`config.mk`:
```
export PLATFORM = sky130hd
export DESIGN_NAME = opsq_sequencer
export DESIGN_NICKNAME = d
export VERILOG_FILES = /design/src/opsq_pkg.sv /design/src/opsq_sequencer.sv
export SDC_FILE = /design/constraint.sdc
export NUM_CORES = 1
export LEC_CHECK = 0
export ABC_AREA = 0
export BUFFER_PORTS_ARGS = -buffer_cell sky130_fd_sc_hd__buf_2
export CAP_MARGIN = 20
export CORE_MARGIN = 10
export CORE_UTILIZATION = 35
export CTS_BUF_LIST = sky130_fd_sc_hd__clkbuf_16
export DETAILED_ROUTE_END_ITERATION = 8
export PLACE_DENSITY = 0.61
export SETUP_SLACK_MARGIN = 0.4
export SLEW_MARGIN = 20
export SYNTH_ARGS = -nofsm -noshare
export SYNTH_HDL_FRONTEND = slang
export SYNTH_SLANG_ARGS = --single-unit
```
`constraint.sdc`:
```
create_clock -name aclk -period 6.65 [get_ports aclk]
set_input_delay 0 -clock aclk [delete_from_list [all_inputs] [get_ports aclk]]
set_output_delay 0 -clock aclk [all_outputs]
set_load 0.05 [all_outputs]
```
`src/opsq_pkg.sv`:
```
package opsq_pkg;
	// ------------------------------------------------------------
	// Phase and function encodings
	// ------------------------------------------------------------
	typedef enum logic [6:0] {
		PH_IDLE = 7'h01,
		PH_P3 = 7'h02,
		PH_P4 = 7'h04,
		PH_P5 = 7'h08,
		PH_P6 = 7'h10,
		PH_P1 = 7'h20,
		PH_RUN = 7'h40
	} opsq_phase_e;

	typedef enum logic [7:0] {
		FN_NONE = 8'h00,
		FN_RUN = 8'h01,
		FN_INS1 = 8'h02,
		FN_INS2 = 8'h04,
		FN_DATA = 8'h08,
		FN_STORE = 8'h10,
		FN_DISP = 8'h20,
		FN_INCR = 8'h40,
		FN_WIPE = 8'h80
	} opsq_func_e;

	// ------------------------------------------------------------
	// Panel control switch vector positions
	// ------------------------------------------------------------
	localparam int K_RUN = 0;
	localparam int K_STEP = 1;
	localparam int K_ACTA = 2;
	localparam int K_ACTB = 3;
	localparam int K_INS1 = 4;
	localparam int K_INS2 = 5;
	localparam int K_ENTER = 6;
	localparam int K_CLEAR = 7;
	localparam int K_STO_IP = 8;
	localparam int K_STO_SEL = 9;
	localparam int K_DSP_IP = 10;
	localparam int K_DSP_SEL = 11;
	localparam int K_HOLD = 12;
	localparam int K_INCR = 13;
	localparam int K_CPURST = 14;
	localparam int K_SYSRST = 15;
	localparam int K_INTR = 16;
	localparam int CTL_W = 17;

	// ------------------------------------------------------------
	// Sum bus field positions (panel bit n sits at 31-n)
	// ------------------------------------------------------------
	localparam int S_CC_HI = 31;
	localparam int S_CC_LO = 28;
	localparam int S_FL_HI = 26;
	localparam int S_FL_LO = 23;
	localparam int S_MODE_HI = 21;
	localparam int S_MODE_LO = 20;
	localparam int S_WK_HI = 29;
	localparam int S_WK_LO = 28;
	localparam int S_INH_HI = 26;
	localparam int S_INH_LO = 24;
	localparam int S_RP_HI = 7;
	localparam int S_RP_LO = 4;
	localparam int IP_W = 17;
	localparam logic [31:0] FIRST_STATUS_WORD_KEEP = 32'hFFF00000;
	localparam logic [31:0] SECOND_STATUS_WORD_KEEP = 32'h3FFFFFF0;

	// ------------------------------------------------------------
	// Register map and reset values
	// ------------------------------------------------------------
	localparam logic [7:0] OFS_STATUS = 8'h00;
	localparam logic [7:0] OFS_DISPLAY = 8'h04;
	localparam logic [7:0] OFS_IPTR = 8'h08;
	localparam logic [7:0] OFS_FIRST_STATUS_WORD = 8'h0C;
	localparam logic [7:0] OFS_SECOND_STATUS_WORD = 8'h10;
	localparam logic [1:0] RESP_OKAY = 2'h0;
	localparam logic [1:0] RESP_SLVERR = 2'h2;
	localparam logic [31:0] RST_WORD = 32'h00000000;
	localparam logic [16:0] RST_IP = 17'h00000;
endpackage

```
`src/opsq_sequencer.sv`:
```
// Chosen here: the placing of the registers and register access over AXI4-Lite.
`timescale 1ns/10ps
`default_nettype none
module opsq_sequencer (
	// Clock and reset.
	input wire logic aclk,
	input wire logic aresetn,
	// Operator panel, asynchronous.
	input wire logic [opsq_pkg::CTL_W-1:0] panel_ctl,
	input wire logic [31:0] panel_data_sw,
	input wire logic [opsq_pkg::IP_W-1:0] panel_sel_addr,
	// Processor side, same clock.
	input wire logic no_io_connection,
	input wire logic no_address_stop_match,
	input wire logic no_io_function_strobe,
	input wire logic io_service_call_set,
	input wire logic end_of_execution,
	output logic branch_phase10,
	output logic [31:0] exec_instr,
	output logic internal_io_service_call,
	output logic halt,
	output logic [6:0] panel_phase,
	output logic [31:0] display_word,
	// Reset outputs.
	output logic io_system_reset,
	output logic memory_fault_reset,
	output logic memory_control_init,
	output logic wipe_memory_request,
	// Core memory.
	output logic mem_req,
	output logic mem_we,
	output logic [opsq_pkg::IP_W-1:0] mem_addr,
	output logic [31:0] mem_wdata,
	input wire logic [31:0] mem_rdata,
	input wire logic mem_data_release,
	output logic data_request_wait,
	// AXI4-Lite slave.
	input wire logic [7:0] s_axi_awaddr,
	input wire logic s_axi_awvalid,
	output logic s_axi_awready,
	input wire logic [31:0] s_axi_wdata,
	input wire logic [3:0] s_axi_wstrb,
	input wire logic s_axi_wvalid,
	output logic s_axi_wready,
	output logic [1:0] s_axi_bresp,
	output logic s_axi_bvalid,
	input wire logic s_axi_bready,
	input wire logic [7:0] s_axi_araddr,
	input wire logic s_axi_arvalid,
	output logic s_axi_arready,
	output logic [31:0] s_axi_rdata,
	output logic [1:0] s_axi_rresp,
	output logic s_axi_rvalid,
	input wire logic s_axi_rready
);
	import opsq_pkg::*;

	// ------------------------------------------------------------
	// Declarations
	// ------------------------------------------------------------
	logic [CTL_W-1:0] ctl_m_q, k;
	logic [31:0] dsw_m_q, dsw;
	logic [IP_W-1:0] sel_m_q, sel;
	opsq_phase_e ph_q, ph_d;
	opsq_func_e fn_q, fn_d;
	logic [31:0] disp_q, acc_q, b_q, first_status_word_q, second_status_word_q, sum;
	logic [IP_W-1:0] ip_q;
	logic halt_q, drq_q, we_q, internal_io_service_call_q, br_q, run_q;
	logic rio_q, mfr_q, mr_q, wipe, go, idle, mem_go;
	logic ip_wr;

	// ------------------------------------------------------------
	// Panel synchronisers
	// ------------------------------------------------------------
	// Switches bounce and change at any time, so each passes two flops.
	always_ff @(posedge aclk) begin
		ctl_m_q <= panel_ctl;
		k <= ctl_m_q;
		dsw_m_q <= panel_data_sw;
		dsw <= dsw_m_q;
		sel_m_q <= panel_sel_addr;
		sel <= sel_m_q;
	end

	// ------------------------------------------------------------
	// Launch decode
	// ------------------------------------------------------------
	// wipe request decode.
	assign wipe = k[K_CPURST] & k[K_SYSRST] & ~k[K_RUN] & ~k[K_STEP];
	assign idle = (ph_q == PH_IDLE);
	assign go = idle & no_io_connection & no_address_stop_match &
		(wipe | (k[K_INTR] & k[K_RUN]) | (~halt_q & k[K_ACTA] & k[K_ACTB]));

	// Priority among switches when several act together.
	always_comb begin
		if (wipe)
			fn_d = FN_WIPE;
		else if (k[K_RUN] | k[K_STEP])
			fn_d = FN_RUN;
		else if (k[K_INS1])
			fn_d = FN_INS1;
		else if (k[K_INS2])
			fn_d = FN_INS2;
		else if (k[K_ENTER] | k[K_CLEAR])
			fn_d = FN_DATA;
		else if (k[K_STO_IP] | k[K_STO_SEL])
			fn_d = FN_STORE;
		else if (k[K_DSP_IP] | k[K_DSP_SEL])
			fn_d = FN_DISP;
		else if (k[K_INCR])
			fn_d = FN_INCR;
		else
			fn_d = FN_NONE;
	end

	// A memory access opens in phase four for these functions.
	assign mem_go = (ph_q == PH_P4) &
		(fn_q == FN_STORE || fn_q == FN_DISP || fn_q == FN_INCR || fn_q == FN_WIPE);

	// ------------------------------------------------------------
	// Sum bus
	// ------------------------------------------------------------
	// display word routed to sum except in phase four of an insert and in phase five of any function but store.
	always_comb begin
		sum = disp_q;
		if (ph_q == PH_P4 && (fn_q == FN_INS1 || fn_q == FN_INS2))
			sum = acc_q | ((fn_q == FN_INS1) ? {15'h0000, ip_q} : 32'h00000000);
		else if (ph_q == PH_P5 && fn_q != FN_STORE)
			sum = acc_q;
	end

	// ------------------------------------------------------------
	// Phase sequencer
	// ------------------------------------------------------------
	// fixed order, one phase per clock outside idle and waits.
	always_comb begin
		ph_d = ph_q;
		unique case (ph_q)
			PH_IDLE: if (go && fn_d != FN_NONE) ph_d = PH_P3;
			PH_P3: ph_d = (fn_q == FN_RUN) ? PH_RUN : PH_P4;
			PH_P4: ph_d = PH_P5;
			// wait holds phase five until release.
			PH_P5: if (!drq_q || mem_data_release) begin
				// wipe repeats phase five while held.
				if (!(fn_q == FN_WIPE && wipe))
					ph_d = PH_P6;
			end
			PH_P6: ph_d = PH_P1;
			PH_P1: ph_d = PH_IDLE;
			PH_RUN: if (end_of_execution && (k[K_STEP] || !k[K_RUN]))
				ph_d = PH_P1;
			default: ph_d = PH_IDLE;
		endcase
	end

	always_ff @(posedge aclk) begin
		if (!aresetn) begin
			ph_q <= PH_IDLE;
			fn_q <= FN_NONE;
		end else begin
			ph_q <= ph_d;
			if (idle)
				fn_q <= fn_d;
		end
	end

	// Halt set leaving a sequence, cleared in idle once switches rest.
	always_ff @(posedge aclk) begin
		if (!aresetn)
			halt_q <= 1'b1;
		else if (ph_q == PH_P6 || (ph_q == PH_RUN && ph_d == PH_P1))
			halt_q <= 1'b1;
		else if (idle && !(k[K_ACTA] & k[K_ACTB]))
			halt_q <= 1'b0;
	end

	// branch to execution phase 10 after phase three.
	always_ff @(posedge aclk) begin
		if (!aresetn)
			br_q <= 1'b0;
		else
			br_q <= (ph_q == PH_P3) && (fn_q == FN_RUN);
	end

	// ------------------------------------------------------------
	// Reset and wipe outputs
	// ------------------------------------------------------------
	// idle reset outputs.
	always_ff @(posedge aclk) begin
		if (!aresetn) begin
			rio_q <= 1'b0;
			mfr_q <= 1'b0;
			mr_q <= 1'b0;
		end else begin
			rio_q <= idle & k[K_SYSRST] & ~wipe;
			mfr_q <= idle & (k[K_SYSRST] | k[K_CPURST]) & ~wipe;
			mr_q <= idle & k[K_SYSRST] & ~k[K_CPURST];
		end
	end

	// ------------------------------------------------------------
	// Accumulator and B register
	// ------------------------------------------------------------
	always_ff @(posedge aclk) begin
		if (!aresetn) begin
			acc_q <= RST_WORD;
			b_q <= RST_WORD;
		end else begin
			if (ph_q == PH_P3) begin
				// old status bits saved, others zero.
				if (fn_q == FN_INS1)
					acc_q <= first_status_word_q & FIRST_STATUS_WORD_KEEP;
				else if (fn_q == FN_INS2)
					acc_q <= second_status_word_q & SECOND_STATUS_WORD_KEEP;
				else
					acc_q <= RST_WORD;
				// instruction saved in B via sum; store, display and increment save the pointer.
				if (fn_q == FN_STORE || fn_q == FN_DISP || fn_q == FN_INCR)
					b_q <= {15'h0000, ip_q};
				else
					b_q <= sum;
			end else if (ph_q == PH_P4 && fn_q != FN_WIPE && fn_q != FN_STORE) begin
				// data switches into accumulator, down switches clear.
				acc_q <= (fn_q == FN_DATA && k[K_CLEAR]) ? RST_WORD : dsw;
			end
		end
	end

	// ------------------------------------------------------------
	// Display data register
	// ------------------------------------------------------------
	always_ff @(posedge aclk) begin
		if (!aresetn)
			disp_q <= RST_WORD;
		else if (ph_q == PH_P4 && fn_q != FN_STORE && fn_q != FN_DISP && fn_q != FN_INCR)
			disp_q <= (fn_q == FN_WIPE || fn_q == FN_DATA) ? RST_WORD : sum;
		else if (ph_q == PH_P5 && fn_q == FN_DATA)
			// enter loads switches, clear loads zeros.
			disp_q <= sum;
		else if (ph_q == PH_P5 && drq_q && mem_data_release && !we_q)
			disp_q <= mem_rdata;
		else if (ph_q == PH_P6 && (fn_q == FN_INS1 || fn_q == FN_INS2 || fn_q == FN_WIPE))
			disp_q <= b_q;
	end

	// ------------------------------------------------------------
	// Status words
	// ------------------------------------------------------------
	// insertion only sets bits; only reset clears them.
	always_ff @(posedge aclk) begin
		if (!aresetn) begin
			first_status_word_q <= RST_WORD;
			second_status_word_q <= RST_WORD;
		end else if (ph_q == PH_P5) begin
			// code, flags, mode from the sum.
			if (fn_q == FN_INS1) begin
				first_status_word_q[S_CC_HI:S_CC_LO] <= first_status_word_q[S_CC_HI:S_CC_LO] | sum[S_CC_HI:S_CC_LO];
				first_status_word_q[S_FL_HI:S_FL_LO] <= first_status_word_q[S_FL_HI:S_FL_LO] | sum[S_FL_HI:S_FL_LO];
				first_status_word_q[S_MODE_HI:S_MODE_LO] <=
					first_status_word_q[S_MODE_HI:S_MODE_LO] | sum[S_MODE_HI:S_MODE_LO];
			end
			if (fn_q == FN_INS2) begin
				second_status_word_q[S_WK_HI:S_WK_LO] <= second_status_word_q[S_WK_HI:S_WK_LO] | sum[S_WK_HI:S_WK_LO];
				second_status_word_q[S_INH_HI:S_INH_LO] <= second_status_word_q[S_INH_HI:S_INH_LO] | sum[S_INH_HI:S_INH_LO];
				second_status_word_q[S_RP_HI:S_RP_LO] <= second_status_word_q[S_RP_HI:S_RP_LO] | sum[S_RP_HI:S_RP_LO];
			end
		end
	end

	// ------------------------------------------------------------
	// Instruction pointer
	// ------------------------------------------------------------
	always_ff @(posedge aclk) begin
		if (!aresetn)
			ip_q <= RST_IP;
		else if (ip_wr)
			ip_q <= s_axi_wdata[IP_W-1:0];
		else if (ph_q == PH_P4 && (k[K_STO_SEL] || k[K_DSP_SEL]) &&
			(fn_q == FN_STORE || fn_q == FN_DISP))
			ip_q <= sel;
		else if (ph_q == PH_P4 && fn_q == FN_INCR)
			ip_q <= ip_q + 17'h00001;
		else if (ph_q == PH_P5 && fn_q == FN_WIPE && drq_q && mem_data_release)
			ip_q <= ip_q + 17'h00001;
		else if (ph_q == PH_P6 && (fn_q == FN_STORE || fn_q == FN_DISP))
			ip_q <= b_q[IP_W-1:0];
		else if (ph_q == PH_RUN && end_of_execution && !k[K_HOLD])
			// advance at end of execution; hold keeps it.
			ip_q <= ip_q + 17'h00001;
	end

	// ------------------------------------------------------------
	// Memory request and wait
	// ------------------------------------------------------------
	// wait flag raised with each access.
	always_ff @(posedge aclk) begin
		if (!aresetn) begin
			drq_q <= 1'b0;
			we_q <= 1'b0;
		end else if (mem_go) begin
			drq_q <= 1'b1;
			we_q <= (fn_q == FN_STORE) || (fn_q == FN_WIPE);
		end else if (drq_q && mem_data_release) begin
			// another zero write while the buttons stay down.
			drq_q <= (fn_q == FN_WIPE) && wipe;
		end
	end

	// service call cleared without a function strobe.
	always_ff @(posedge aclk) begin
		if (!aresetn)
			internal_io_service_call_q <= 1'b0;
		else if (io_service_call_set)
			internal_io_service_call_q <= 1'b1;
		else if (ph_q == PH_P3 && no_io_function_strobe)
			internal_io_service_call_q <= 1'b0;
	end

	// ------------------------------------------------------------
	// Output assignments
	// ------------------------------------------------------------
	assign run_q = (ph_q == PH_RUN);
	assign branch_phase10 = br_q;
	// display word is the instruction executed next.
	assign exec_instr = disp_q;
	assign internal_io_service_call = internal_io_service_call_q;
	assign halt = halt_q;
	assign panel_phase = ph_q;
	assign display_word = disp_q;
	assign io_system_reset = rio_q;
	assign memory_fault_reset = mfr_q;
	assign memory_control_init = mr_q;
	assign wipe_memory_request = (fn_q == FN_WIPE) && !idle;
	assign data_request_wait = drq_q;
	assign mem_req = drq_q;
	assign mem_we = we_q;
	assign mem_addr = ip_q;
	// Wipe writes the zero held in display; store writes display.
	assign mem_wdata = disp_q;

	// ------------------------------------------------------------
	// AXI4-Lite slave
	// ------------------------------------------------------------
	// Address and data are taken together, so no skid buffer is needed.
	logic wr_take, rd_take;
	assign wr_take = s_axi_awvalid & s_axi_wvalid & ~s_axi_bvalid;
	assign rd_take = s_axi_arvalid & ~s_axi_rvalid;
	assign s_axi_awready = wr_take;
	assign s_axi_wready = wr_take;
	assign s_axi_arready = rd_take;
	// Pointer writes land only in idle to keep sequences coherent.
	assign ip_wr = wr_take && s_axi_awaddr == OFS_IPTR && idle && s_axi_wstrb != 4'h0;

	always_ff @(posedge aclk) begin
		if (!aresetn) begin
			s_axi_bvalid <= 1'b0;
			s_axi_bresp <= RESP_OKAY;
		end else if (wr_take) begin
			s_axi_bvalid <= 1'b1;
			s_axi_bresp <= (s_axi_awaddr == OFS_IPTR) ? RESP_OKAY : RESP_SLVERR;
		end else if (s_axi_bready)
			s_axi_bvalid <= 1'b0;
	end

	always_ff @(posedge aclk) begin
		if (!aresetn) begin
			s_axi_rvalid <= 1'b0;
			s_axi_rdata <= RST_WORD;
			s_axi_rresp <= RESP_OKAY;
		end else if (rd_take) begin
			s_axi_rvalid <= 1'b1;
			s_axi_rresp <= RESP_OKAY;
			unique case (s_axi_araddr)
				OFS_STATUS: s_axi_rdata <= {19'h00000, drq_q, halt_q, run_q, ph_q, 3'h0};
				OFS_DISPLAY: s_axi_rdata <= disp_q;
				OFS_IPTR: s_axi_rdata <= {15'h0000, ip_q};
				OFS_FIRST_STATUS_WORD: s_axi_rdata <= first_status_word_q;
				OFS_SECOND_STATUS_WORD: s_axi_rdata <= second_status_word_q;
				default: begin
					s_axi_rdata <= RST_WORD;
					s_axi_rresp <= RESP_SLVERR;
				end
			endcase
		end else if (s_axi_rready)
			s_axi_rvalid <= 1'b0;
	end
endmodule // opsq_sequencer
`default_nettype wire

```
Word level (Yosys, flattened, before mapping)
Index checks and enable logic that the tools add are counted.

operators by class
  add/sub/neg operators = 1
  equal/unequal tests = 24
  mux-type cells = 45
  bitwise gates (word level) = 41
  reduce and logical (&&, ||, !) cells = 65

operators by type and width
  cell                     count
  $mux W32                 12
  $pmux W32 S5             1
  $mux W17                 7
  $mux W7                  12
  $pmux W7 S6              1
  $logic_and A1 B1 Y1      34
  $eq A8 B4 Y1 const B     4
  $or A32 B17 Y32          1
  $mux W30                 1
  $and A1 B1 Y1            19
  $add A17 B1 Y17 const B  1
  $eq A8 B3 Y1 const B     2
  $eq A8 B5 Y1 const B     2
  $or A4 B4 Y4             3
  $logic_or A1 B1 Y1       11
  $reduce_bool A2 Y1       5
  $eq A8 B1 Y1 const B     1
  $eq A8 B2 Y1 const B     1
  $eq A8 B6 Y1 const B     1
  $eq A8 B7 Y1 const B     1
  $eq A8 B8 Y1 const B     1
  $logic_not A8 Y1         1
  $mux W1                  8
  $mux W8                  1
  23 further kinds         45

word-level totals
  register bits after elaboration = 325
  output and inout bits = 171

Longest topological paths before layout
  depth in word-level cells = 16
  mapped depth = 10
  mapped depth without buffers = 7

Least setup slack after synthesis
Ideal clock, no wire load.

  kind = register -> register
  start = register ph_q[1], in the netlist panel_phase[1]
  end = register b_q[26]
  library setup time = 0.128 ns
  arrival time = 2.527 ns
  data required time = 6.522 ns
  setup slack = 3.995 ns
  cell stages (with the launch flop) = 9
  buffers on the path = 2
  period minus slack after synthesis = 2.655 ns
  cell sequence = dfxtp_1 buf_2 or4_4 nor4b_4 a22o_4 buf_6 mux2i_1 a2bb2oi_1 nor2_1

between the ends
  longest elaborated chain between the ends = 5

ends and longest elaborated chain
  what                    line                   source
  start, declared         opsq_sequencer.sv:64   opsq_phase_e ph_q, ph_d;
  start signal, assigned  opsq_sequencer.sv:161  ph_q <= ph_d;
  $eq A7 B4 Y1            opsq_sequencer.sv:128  else if (ph_q == PH_P5 && fn_q != FN_STORE)
  $logic_and A1 B1 Y1     opsq_sequencer.sv:128
  $mux W32                opsq_sequencer.sv:128
  $mux W32                opsq_sequencer.sv:126  if (ph_q == PH_P4 && (fn_q == FN_INS1 || fn_q == FN_INS2))
  $mux W32                opsq_sequencer.sv:218  if (fn_q == FN_STORE || fn_q == FN_DISP || fn_q == FN_INCR)
  end signal, assigned    opsq_sequencer.sv:219  b_q <= {15'h0000, ip_q};
  end signal, assigned    opsq_sequencer.sv:221  b_q <= sum;
  end, declared           opsq_sequencer.sv:66   logic [31:0] disp_q, acc_q, b_q, first_status_word_q, second_status_word_q, sum;

Parallel ways exist; a longest one is shown, timed or not.
A chain may end at the register's enable or synchronous reset.

Worst setup path in the final report
  start = register ph_q[6], in the netlist panel_phase[6]
  end = register disp_q[19], in the netlist display_word[19]

between the ends
  longest elaborated chain between the ends = 7

ends and longest elaborated chain
  what                               line                                                                 source
  $eq A7 B4 Y1                       opsq_sequencer.sv:128, opsq_sequencer.sv:237, opsq_sequencer.sv:240
  $logic_and A1 B1 Y1 (3 in series)  opsq_sequencer.sv:240                                                else if (ph_q == PH_P5 && drq_q && mem_data_release && !we_q)
  $mux W32                           opsq_sequencer.sv:240
  $mux W32                           opsq_sequencer.sv:237                                                else if (ph_q == PH_P5 && fn_q == FN_DATA)
  $mux W32                           opsq_sequencer.sv:235                                                else if (ph_q == PH_P4 && fn_q != FN_STORE && fn_q != FN_DISP && fn_q != FN_INCR)
  end signal, assigned               opsq_sequencer.sv:236                                                disp_q <= (fn_q == FN_WIPE || fn_q == FN_DATA) ? RST_WORD : sum;
  end signal, assigned               opsq_sequencer.sv:239                                                disp_q <= sum;
  end signal, assigned               opsq_sequencer.sv:241                                                disp_q <= mem_rdata;
  end, declared                      opsq_sequencer.sv:66

Parallel ways exist; a longest one is shown, timed or not.

==> results.txt <==
The detail route stage leaves a number of antenna-violating nets equal to 0. The later pin in the worst-skew pair is clocked with a latency of 530 ps. The tools report the upper clock frequency limit as 0.245 GHz.

The most frequent standard cell in the layout excluding fill and tap cells was dfxtp_1. The run gives 323 as the clock sink count. The tree is rooted in a clkbuf_16. Number of port buffers: 316. The overall track demand over capacity in global routing was 20.8%; the total grt overflow was 0. The run finished with clean final reports.

The initial antenna violation count came out at 2. The area enclosed by the die boundary is 0.0448 mm^2, and the routed length per instance is 22.0 um. The logs give 0 for the number of setup violations in the final report and 0.00546 mm^2 for the area of the multi-input gates.

Setup repair after global routing left no endpoint under its margin. Final hold analysis gives a worst-case slack of 7.10 ps. Leaving out fill and tap cells, the most frequent cells in the layout are 323 x dfxtp_1, 316 x buf_2, 142 x dlygate4sd3_1. Max-slew violation count: 0. The routed via count divided by cell count works out to 5.47. For this design the ratio of total power to cell area is 248 mW/mm^2. After layout, the design draws a total of 4.17 mW. The largest total area in the synthesized netlist belongs to dfxtp_1.

The pre-antenna-repair detailed-routing pass consisted of 8 iterations. In this run the static leakage power is 6.99 nW. The sequential cell area was 0.00647 mm^2; the final count of hold timing violations was 0. Signed area change from the synthesized netlist to the final layout: 30.7%. The logs give 0.000134 V for the worst voltage drop across the vdd grid and 0 for the number of DRC violations after detailed routing. Standard cell core area: 0.0364 mm^2.

The portion of the clock cycle consumed by the worst path in the final layout works out to 61.4%. The first global-routing pass estimated 72,700 um of wire. The TritonCTS buffer count came out at 37. For this run, the number of Yosys warnings is 0. Counting the fill cells in the layout gives 3,436. Entering global routing, the biggest net connects 71 pins. The share of the core filled with cells was 46.1%; the endpoint arrival time on the critical path was 4540 ps. The number of global-route vias before repair came out at 11,800.

The cell count after synthesis is 1,380. A synthesized cell averages 9.31 um^2. The final layout contains routed wiring with a total length of 48,600 um. The startpoint kind of the worst setup timing path is a flip-flop. The fraction of final layout cells sized beyond drive strength 1 came out at 23.4%. The number of standard-cell rows in the floorplan was 70; the total half-perimeter wirelength after legalization and detailed placement was 33,500 um. CTS H-tree depth: 2. At the end of routability-driven placement, the weighted congestion stood at 0.894. For the relative slew slack, the log shows 27.7%. For the number of max-cap violations, the log shows 0. The cell area that synthesis handed to floorplanning was 0.0129 mm^2. The die is 212 um tall.

The shortest period the worst path allows is 4080 ps. After synthesis, the share of flip-flops with an asynchronous set or reset is 0%. Maximum root-to-sink buffer count: 3.

For this run, the register share of the synthesized area comes to 50.3%. From left edge to right edge, the die measures 212 um. The number of vias in the routed layout was 12,100. In this run, distinct cell masters in the synthesized netlist total 75.

For this block, the initial DRC count from the detailed router was 1,118. For the final-layout setup total negative slack, the log shows 0 ps. The synthesized design contains 323 register bits. Ranked by total cell area, the synthesized netlist is headed by dfxtp_1 50%, buf_4 4.0%, a21oi_1 4.0%, nor2_1 3.4%, nand2_1 2.9%. Clock-pin slew was measured on the worst setup and hold paths at 60 ps. The class of the tightest hold or removal check is in -> reg. For the starting utilization of the core area, the log shows 35.3%. In the synthesized netlist the dominant register cell turns out to be dfxtp_1.

The logs give 7110 ps for the data required time of the critical path and 1,883 for the number of nets in the layout. Clock skew on the completed layout was measured at 19.2 ps. 334 I/O pins were placed. In this run, synthesis inferred 0 flip-flops with an integrated enable. TritonCTS built the clock tree. The critical path in this run is classified as reg -> reg. STA classifies the critical path endpoint as a flip-flop. At the pin with the least slew margin, the transition time is 1080 ps. In this run the worst path has a maximum fanout of 32. The share of the synthesized area in the top cell type is 50.3%.
-- timing repair --
item / CTS / global route
resized for setup: 0 / 0
setup buffers: 0 / 0
hold endpoints to repair: 143 / 0
hold buffers: 142 / 0
-- final timing paths --
kind,start,end,slack (ps),depth (start not counted)
setup / recovery,panel_phase[6],display_word[19],2570,9
hold / removal,s_axi_arvalid,s_axi_rdata[8],7,5
setup reg to reg,panel_phase[6],display_word[19],2570,9
hold reg to reg,sel_m_q[0],sel[0],310,0
-- area by class of cell --
type	instances	share of cell area [%]
diodes	1	0.0149
well taps	468	3.49
multi-input cells	877	32.5
clock inverters	23	0.954
inverters	7	0.156
flip-flops and latches	323	38.5
repair buffers	473	18.5
clock buffers	39	5.81
-- cell families (layout without fill, tap and decap cells) --
group,after synthesis,after routing,synth area share (%)
other cells,1,3,0.0292
simple gates,401,401,15.7
buf+inv,181,542,7.47
xor+xnor,18,18,1.23
fa+ha+maj,1,1,0.0973
flops,323,323,50.3
mux,31,31,2.41
compound gates,424,424,22.7
-- sequential cells by signal (all words and copies together), names as in the netlist, 32 cells and up --
name	flops
dsw_m_q	32
dsw	32
s_axi_rdata	32
acc_q	32
b_q	32
display_word	32
-- metrics by stage --
stage | instance area, um^2 | worst slack (ps) | instances
after global routing | 16800 | 2420 | 2211
after CTS | 16800 | 2720 | 2210
after global placement | 14200 | 3210 | 2006
after detailed placement | 14200 | 3130 | 2006
final | 16800 | 2570 | 2211
after floorplan | 12900 | 4000 | 1381
-- report_power, final --
part           internal, mW  leakage (nW)  switching [mW]
clock                  1.13         0.586           0.808
sequential             1.99          2.65          0.0228
combinational         0.106          3.75           0.120
total                  3.22          6.99           0.950
-- layer usage --
| metal | global-route usage, % | vias up | wire [um] |
|---|---|---|---|
| met5 | 0 | - | 0 |
| met4 | 8.21 | 0 | 1660 |
| met3 | 5.35 | 87 | 4530 |
| met2 | 32.7 | 611 | 21900 |
| met1 | 26.8 | 5752 | 20600 |
| li1 | - | 5644 | - |
-- worst max-delay path: stages, from the launching register on --
cell	delay (ps)
dfxtp_1	470
or4_4	640
nor4b_4	890
nand4b_1	170
buf_4	330
o2111ai_2	120
buf_4	440
o21ai_0	160
a21oi_1	170
dlygate4sd3_1	580
-- cell usage after synthesis (all sizes together) (4+ instances only) --
cell       n
nand4b     5
xor2       8
clkbuf    87
o21ai     76
nor2     116
nand3b     4
o21bai     9
a31oi      6
o221ai    31
and3      11
nand3     29
buf       87
a222oi     6
nor3      20
nor2b      8
a2bb2oi   17
nand2    100
and2      20
o22ai      8
dfxtp    323
nand4     20
nor4      15
a32oi     10
a221oi     8
o211ai    21
nor3b      4
a22o       4
a32o       4
inv        7
mux2i     31
nand2b    16
o21a      23
xnor2     10
o221a      4
a22oi     49
or2       16
or4        5
a21oi    103
o32ai      7
o211a     12
a211oi    13
No activity file was read; power rests on OpenSTA's default activity.
